===== src/dac_port_map.vh =====
// How it works
// - Low byte: code bits 7..0 on bus lines 7..0, line 0 is LSB.
// - High byte: code bits 11..8 on bus lines 3..0, line 3 is MSB.
// - Two select lines pick one of four input latches; first is LSB.
// - Write strobe low pulse with chip select low stores bus data.
`ifndef DAC_PORT_MAP_VH
`define DAC_PORT_MAP_VH

// ----------------------------------------
// Latch select codes
// ----------------------------------------
`define SEL_A_LOW        2'h0
`define SEL_A_HIGH       2'h1
`define SEL_B_LOW        2'h2
`define SEL_B_HIGH       2'h3

// ----------------------------------------
// Timing
// ----------------------------------------
`define CLK_PERIOD_NS    25
`define SETUP_NS         80
`define STROBE_NS        100
`define HOLD_NS          10
`define SETUP_CYC   ((`SETUP_NS + `CLK_PERIOD_NS - 1) / `CLK_PERIOD_NS)
`define STROBE_CYC  ((`STROBE_NS + `CLK_PERIOD_NS - 1) / `CLK_PERIOD_NS)
`define HOLD_CYC    ((`HOLD_NS + `CLK_PERIOD_NS - 1) / `CLK_PERIOD_NS)
`define CNT_W            3

`endif


===== src/dual_dac_byte_load_port.v =====
`timescale 1ns/1ps
`include "dac_port_map.vh"

module dual_dac_byte_load_port (
    // Clock and reset
    input  wire        clock_i,
    input  wire        rst_i,
    // User request
    input  wire        req_valid_i,
    input  wire        req_chan_i,
    input  wire [11:0] req_code_i,
    input  wire        req_load_i,
    output wire        req_ready_o,
    output wire        busy_o,
    // Device pins
    output wire [7:0]  bus_data_o,
    output wire        latch_sel_lo_o,
    output wire        latch_sel_hi_o,
    output wire        chip_sel_n_o,
    output wire        write_n_o,
    output wire        load_outputs_n_o
);

    // ----------------------------------------
    // States
    // ----------------------------------------
    localparam [5:0] S_IDLE  = 6'h01;
    localparam [5:0] S_SETUP = 6'h02;
    localparam [5:0] S_STRB  = 6'h04;
    localparam [5:0] S_HOLD  = 6'h08;
    localparam [5:0] S_LOAD  = 6'h10;
    localparam [5:0] S_GAP   = 6'h20;

    localparam [31:0]       SETUP_W  = `SETUP_CYC;
    localparam [31:0]       STROBE_W = `STROBE_CYC;
    localparam [31:0]       HOLD_W   = `HOLD_CYC;
    localparam [`CNT_W-1:0] SETUP_C  = SETUP_W[`CNT_W-1:0];
    localparam [`CNT_W-1:0] STROBE_C = STROBE_W[`CNT_W-1:0];
    localparam [`CNT_W-1:0] HOLD_C   = HOLD_W[`CNT_W-1:0];

    reg [5:0]        state_r;
    reg [5:0]        state_nxt;
    reg [11:0]       code_r;
    reg              chan_r;
    reg              high_r;
    reg              load_r;
    reg [7:0]        data_r;
    reg [1:0]        sel_r;
    reg              cs_n_r;
    reg              wr_n_r;
    reg              ld_n_r;
    reg              tload;
    reg [`CNT_W-1:0] tcount;
    wire             tdone;

    phase_timer timer_u (
        .clock_i (clock_i),
        .rst_i   (rst_i),
        .load_i  (tload),
        .count_i (tcount),
        .done_o  (tdone)
    );

    assign req_ready_o = (state_r == S_IDLE);
    assign busy_o      = (state_r != S_IDLE);

    // ----------------------------------------
    // Sequencer
    // ----------------------------------------
    always @* begin
        state_nxt = state_r;
        tload     = 1'b0;
        tcount    = SETUP_C;
        case (state_r)
            S_IDLE: begin
                if (req_valid_i) begin
                    tload     = 1'b1;
                    tcount    = req_load_i ? STROBE_C : SETUP_C;
                    state_nxt = req_load_i ? S_LOAD : S_SETUP;
                end
            end
            S_SETUP: begin
                if (tdone) begin
                    tload     = 1'b1;
                    tcount    = STROBE_C;
                    state_nxt = S_STRB;
                end
            end
            S_STRB: begin
                if (tdone) begin
                    tload     = 1'b1;
                    tcount    = HOLD_C;
                    state_nxt = S_HOLD;
                end
            end
            S_HOLD: begin
                if (tdone) begin
                    if (!high_r) begin
                        // Second byte of the same code follows at once
                        tload     = 1'b1;
                        tcount    = SETUP_C;
                        state_nxt = S_SETUP;
                    end else if (load_r) begin
                        tload     = 1'b1;
                        tcount    = STROBE_C;
                        state_nxt = S_LOAD;
                    end else begin
                        state_nxt = S_IDLE;
                    end
                end
            end
            S_LOAD: begin
                if (tdone) begin
                    tload     = 1'b1;
                    tcount    = HOLD_C;
                    state_nxt = S_GAP;
                end
            end
            S_GAP: begin
                if (tdone) begin
                    state_nxt = S_IDLE;
                end
            end
            default: begin
                state_nxt = S_IDLE;
            end
        endcase
    end

    // ----------------------------------------
    // Pin registers
    // ----------------------------------------
    always @(posedge clock_i or posedge rst_i) begin
        if (rst_i) begin
            state_r <= S_IDLE;
            code_r  <= 12'h000;
            chan_r  <= 1'b0;
            high_r  <= 1'b0;
            load_r  <= 1'b0;
            data_r  <= 8'h00;
            sel_r   <= `SEL_A_LOW;
            cs_n_r  <= 1'b1;
            wr_n_r  <= 1'b1;
            ld_n_r  <= 1'b1;
        end else begin
            state_r <= state_nxt;
            if (state_r == S_IDLE && req_valid_i) begin
                code_r <= req_code_i;
                chan_r <= req_chan_i;
                load_r <= req_load_i;
                high_r <= 1'b0;
                if (!req_load_i) begin
                    data_r <= req_code_i[7:0];
                    sel_r  <= req_chan_i ? `SEL_B_LOW : `SEL_A_LOW;
                    cs_n_r <= 1'b0;
                end else begin
                    ld_n_r <= 1'b0;
                end
            end
            if (state_r == S_SETUP && tdone) begin
                wr_n_r <= 1'b0;
            end
            if (state_r == S_STRB && tdone) begin
                wr_n_r <= 1'b1;
            end
            if (state_r == S_HOLD && tdone) begin
                if (!high_r) begin
                    high_r <= 1'b1;
                    data_r <= {4'h0, code_r[11:8]};
                    sel_r  <= chan_r ? `SEL_B_HIGH : `SEL_A_HIGH;
                end else begin
                    // Release select only after the hold has passed
                    cs_n_r <= 1'b1;
                    if (load_r) begin
                        ld_n_r <= 1'b0;
                    end
                end
            end
            if (state_r == S_LOAD && tdone) begin
                ld_n_r <= 1'b1;
            end
        end
    end

    assign bus_data_o       = data_r;
    assign latch_sel_lo_o   = sel_r[0];
    assign latch_sel_hi_o   = sel_r[1];
    assign chip_sel_n_o     = cs_n_r;
    assign write_n_o        = wr_n_r;
    assign load_outputs_n_o = ld_n_r;

endmodule


===== src/phase_timer.v =====
`timescale 1ns/1ps
`include "dac_port_map.vh"

module phase_timer (
    // Clock and reset
    input  wire             clock_i,
    input  wire             rst_i,
    // Control
    input  wire             load_i,
    input  wire [`CNT_W-1:0] count_i,
    output wire             done_o
);

    reg [`CNT_W-1:0] cnt_r;

    always @(posedge clock_i or posedge rst_i) begin
        if (rst_i) begin
            cnt_r <= 3'h0;
        end else if (load_i) begin
            cnt_r <= count_i;
        end else if (cnt_r != 3'h0) begin
            cnt_r <= cnt_r - 3'h1;
        end
    end

    // Count only: gating with load_i would loop through the sequencer
    assign done_o = (cnt_r == 3'h0);

endmodule

===== config.mk =====
export PLATFORM = sky130hd
export DESIGN_NAME = dual_dac_byte_load_port
export DESIGN_NICKNAME = d
export VERILOG_FILES = /design/src/dual_dac_byte_load_port.v /design/src/phase_timer.v
export VERILOG_INCLUDE_DIRS = /design/src
export SDC_FILE = /design/constraint.sdc
export NUM_CORES = 1
export LEC_CHECK = 0
export ABC_AREA = 1
export BUFFER_PORTS_ARGS = -buffer_cell sky130_fd_sc_hd__buf_2
export CAP_MARGIN = 20
export CORE_UTILIZATION = 54
export CTS_CLUSTER_DIAMETER = 100
export CTS_CLUSTER_SIZE = 28
export DETAILED_ROUTE_END_ITERATION = 10
export HOLD_SLACK_MARGIN = 0.02
export PLACE_DENSITY = 0.83
export SETUP_SLACK_MARGIN = 0.02
export SLEW_MARGIN = 15
export SYNTH_ARGS = -nofsm -noshare
export SYNTH_HDL_FRONTEND = slang
export SYNTH_SLANG_ARGS = --single-unit
export TNS_END_PERCENT = 10

===== constraint.sdc =====
create_clock -name clock_i -period 1.6 [get_ports clock_i]
set_input_delay 0.16 -clock clock_i [delete_from_list [all_inputs] [get_ports clock_i]]
set_output_delay 0.16 -clock clock_i [all_outputs]
set_load 0.005 [all_outputs]

# == After elaboration in Yosys (flattened, before gate mapping) ==
# Cells that the tools add are included.
# classes
add_sub_neg,1
eq_ne,13
muxes,45
n_reduce_logical,12
# ops
op,n
$mux W6,6
$pmux W6 S6,1
$mux W8,4
$mux W1,20
$mux W5,3
$mux W2,6
$mux W3,4
$ne A2 B2 Y1 const B,6
$eq A6 B1 Y1 const B,1
$eq A6 B2 Y1 const B,1
$eq A6 B3 Y1 const B,1
$eq A6 B4 Y1 const B,1
$eq A6 B5 Y1 const B,1
$eq A6 B6 Y1 const B,1
$ne A6 B1 Y1 const B,1
$reduce_and A6 Y1,1
$logic_and A1 B1 Y1,5
$reduce_bool A2 Y1,2
$logic_not A3 Y1,1
$pmux W1 S3,1
$reduce_bool A3 Y1,1
$reduce_or A3 Y1,1
$sub A3 B1 Y3 const B,1
$reduce_or A2 Y1,1
# totals
reg_bits,37
in_bits,17
output_inout_bits,15
wordCells,82

# == Logic depth before layout (Yosys ltp) ==
# logic_depth
word_depth,7
mapped_depth,11
mapped_depth_nobuf,11

# == Modules after synthesis ==
# Synthesis repeated with hierarchy kept, for this count alone.
# hier_totals
cells_unflattened,214
area_unflattened_um2,1561.5
# modules_own_cells
module,instances,cells_each,area_per_inst_um2,seq_area_each_um2
dual_dac_byte_load_port,1,181,1350.0,655.6
phase_timer,1,33,211.5,75.1

# == Least setup slack after synthesis ==
# Ideal clock, no wire load.
# synth_path
path_type,register to register
start,register timer_u.cnt_r[0]
end,register state_r[2]
setup_ns,0.067
t_arrival_ns,1.374
required_time_ns,1.533
slack_ns,0.159
stages_incl_launch_ff,10
n_path_buf,1
synth_period_minus_slack_ns,1.441
path_cell_list,dfrtp_1 inv_1 ha_1 inv_1 nor2_2 buf_2 o21ai_0 nor2_1 nand3_1 nand2_1
# synth_via
elab_chain_len,3
# synth_lines
element,line_no,text
from (decl),phase_timer.v:14,reg [`CNT_W-1:0] cnt_r;
from (signal assigned),phase_timer.v:20,cnt_r <= count_i;
from (signal assigned),phase_timer.v:22,cnt_r <= cnt_r - 3'h1;
$logic_not A3 Y1 (*),phase_timer.v:27,assign done_o = (cnt_r == 3'h0);
$ne A2 B2 Y1 (no source line),n/a,
$reduce_and A6 Y1 (no source line) (*),n/a,
to (signal assigned),dual_dac_byte_load_port.v:146,state_r <= state_nxt;
to (decl),dual_dac_byte_load_port.v:41,reg [5:0] state_r;
# Mark *: on every way between the ends. The rest lies on a longest branch, timed or not.
# A chain may end at the register's enable or synchronous reset.

# == Final worst setup path ==
# layout_path
start,register state_r[0]
end,output req_ready_o
# layout_via
elab_chain_len,1
# layout_lines
element,line_no,text
$eq A6 B1 Y1,dual_dac_byte_load_port.v:64,assign req_ready_o = (state_r == S_IDLE);
to (decl),dual_dac_byte_load_port.v:13,"output wire req_ready_o,"
# Every way passes these cells.

==> run summary <==
area delta synth->final - 22.6%
final period utilization - 0.962
area share of the largest cell type after synthesis - 0.394
Die ar. - 0.00316 mm^2
endpoints failing setup - 0
Final Hold Viols - 0
Wirelength per Cell - 11.8 um
status - finished, final reports clean
DIE WIDTH - 56.2 um
initial antenna violation count - 0
first-pass GRT wire length - 5.63 mm
Ports - 32
CTS Buf Count - 5
H-tree levels - 2
CTS root buffer - clkbuf_4
HPWL after DPL - 2.34 mm
synthesized flop and latch total - 29
DRC viols - 0
worst hold path type - input port to flop
CP Launch Type - flop
achievable clock frequency - 0.650 GHz
total congestion overflow - 0
Detailed Routing Iterations Pass 1 - 4
ys async rst share - 1.00
core area - 0.00278 mm^2
Int Pwr - 1.83 mW
Combinational Power Share - 0.473
most numerous cell in the Yosys netlist - nand2_1
Sw Ratio - 0.422
Total Power - 3.18 mW
syn nets - 224
CTS Sinks - 29
prevailing post-synth register cell - dfrtp_1
layout cells sized above 1 - 0.280
maximum capacitance violations - 0
CP Data Arrival Time - 1.38 ns
Skew-Pair Late Insertion Delay - 0.34 ns
# rows - 19
Post-Synthesis Cells - 205
Netlist cell types - 22
setup TNS - 0 ns
critical path type - flop to output port
CP required - 1.44 ns
RD Place Congestion - 0.866
Antenna Cells - 0
GR Util All Layers - 0.234
worst slew pin tran - 0.362 ns
RSZ-0062 raised after global routing - yes
Post-synth EDFFs - 0
Synth Cell Area - 0.00159 mm^2
number of global-route vias before repair - 1,398
Synth area leader - dfrtp_1
routed vias/inst - 5.13
pins over their slew limit - 0
Lkg Pwr - 1.08 nW
endpoint type of the worst setup path - output port
effective utilization at floorplan - 0.571
via count - 1,462
Slew headroom - 0.759
CTS tree - done
DRT Wirelength - 3.37 mm
Avg Synthesized Cell Area - 7.75 um^2
worst-path fanout max - 3
Reg power frac - 0.386
Pwr Density - 1630 mW/mm^2
Detail Route Antenna Nets - 0
Reg clk slew, reported paths - 0.09 ns
Clock Power Share - 0.141
synth cell count leaders - 69 x nand2_1, 25 x dfrtp_1, 23 x inv_1, 19 x nor2_1, 16 x nand3_1
slowest CP cell - dfstp_2
largest net degree at the start of global routing - 30
nets - 272
critical-path cell list - inv_2 -> nor2_4 -> nand3_4 -> inv_4 -> buf_2
minimum clock period - 1.54 ns
Net Sw Power - 1.34 mW
post-synthesis sequential area ratio - 0.460
die height - 56.2 um
Port Buffers - 31
Synth area leaders - dfrtp_1 39%, nand2_1 16%, dfstp_2 6.6%
VDD IR max - 1.18 mV
initial DRC count - 37
Worst path max stage delay - 0.57 ns
YS warnings - 0
CTS Buffer Depth - 2
worst clock skew - 0.00922 ns
-- area by class of cell --
class | count | area, um^2
Tap cell | 31 | 38.8
Clock inverter | 3 | 22.5
Timing Repair Buffer | 43 | 265
Inverter | 27 | 104
Fill cell | 240 | 833
Multi-Input combinational cell | 147 | 749
Clock buffer | 5 | 37.5
Sequential cell | 29 | 731
-- through the flow --
stage                     hold slack (ns)  cells  instance area, um^2  utilization  worst slack (ns)
after floorplan                     0.235    205                 1590            -             0.159
after global placement              0.237    269                 1790        0.645             0.126
after detailed placement            0.255    269                 1790        0.645            0.0908
after CTS                          0.0251    282                 1910        0.685            0.0271
after global routing               0.0459    285                 1950        0.700           -0.0324
final                              0.0357    285                 1950        0.700            0.0613
-- registers in the layout, indices dropped and copies added (netlist names) --
| name | flops |
|---|---|
| write_n_o | 1 |
| state_r | 6 |
| load_r | 1 |
| timer_u.cnt_r | 3 |
| bus_data_o | 8 |
| chip_sel_n_o | 1 |
| sel_r | 2 |
| load_outputs_n_o | 1 |
| code_r | 4 |
| chan_r | 1 |
| high_r | 1 |
-- cells by family (layout without fill, tap and decap cells) --
family                     Yosys count  count (layout)  share of synthesized area
buffers and inverters               30              78                     0.0811
xor gates and xnor gates             1               1                    0.00551
AOI/OAI and AO/OA                   24              24                     0.0787
adders and majority gates            2               2                     0.0157
and+or+nand+nor                    119             120                      0.359
DFF                                 29              29                      0.460
-- power groups by stage --
stage / combinational (mW) / sequential [mW] / clock [mW]
finish: 1.50 / 1.23 / 0.446
global route: 1.72 / 1.25 / 0.493
CTS: 1.41 / 1.22 / 0.461
detailed placement: 1.38 / 1.23 / 0
global placement: 1.35 / 1.22 / 0
floorplan: 0.971 / 1.21 / 0
-- routing by layer --
| layer | global-route usage | wire [um] |
|---|---|---|
| met1 | 0.266 | 1440 |
| met2 | 0.415 | 1780 |
| met3 | 0.0535 | 105 |
| met4 | 0.108 | 50 |
| met5 | 0 | 0 |
-- final timing paths --
| kind | from | slack [ns] | depth (start not counted) | to |
|---|---|---|---|---|
| min in group asynchronous | rst_i | 0.43 | 4 | bus_data_o[0]$_DFF_PP0_ |
| worst min register to register | write_n_o$_DFFE_PP1P_ | 0.48 | 2 | write_n_o$_DFFE_PP1P_ |
| max in group asynchronous | rst_i | 0.84 | 4 | state_r[0]$_DFFE_PP1P_ |
| worst min-delay path | req_chan_i | 0.04 | 3 | chan_r$_DFFE_PP0N_ |
| worst max register to register | timer_u.cnt_r[1]$_DFFE_PP0P_ | 0.07 | 9 | state_r[2]$_DFFE_PP0P_ |
| worst max-delay path | state_r[0]$_DFFE_PP1P_ | 0.06 | 5 | req_ready_o |
-- placed cells by master, fill, tap and decap left out, types with 2 or more instances in the layout --
cell type and instances:
a21oi_1 3, clkbuf_4 5, dfrtp_1 25, nand3_1 16, nor2_2 3, clkinvlp_4 3, buf_4 5, nor2_4 4
o21ai_0 13, nand3_4 4, dlygate4sd3_1 5, nor2_1 19, inv_1 22, o21ai_1 6, nand2_1 68, buf_2 31
nand4_1 2, buf_6 2, dfstp_2 4, inv_2 4
-- critical path: cells and delay by family, from the launching register on --
family / cells / cell delay (ns)
DFF: 1 / 0.57
buffers and inverters: 3 / 0.25
and+or+nand+nor: 2 / 0.23
-- repair_timing --
item,4_1_cts,5_1_grt
endpoints found under the setup margin,1,16
buffers inserted,0,2
gates resized for setup,1,8
hold buffers,5,0
pin swaps,0,5
endpoints found under the hold margin,29,0
gates cloned,0,1
No activity file was read; power rests on OpenSTA's default activity.
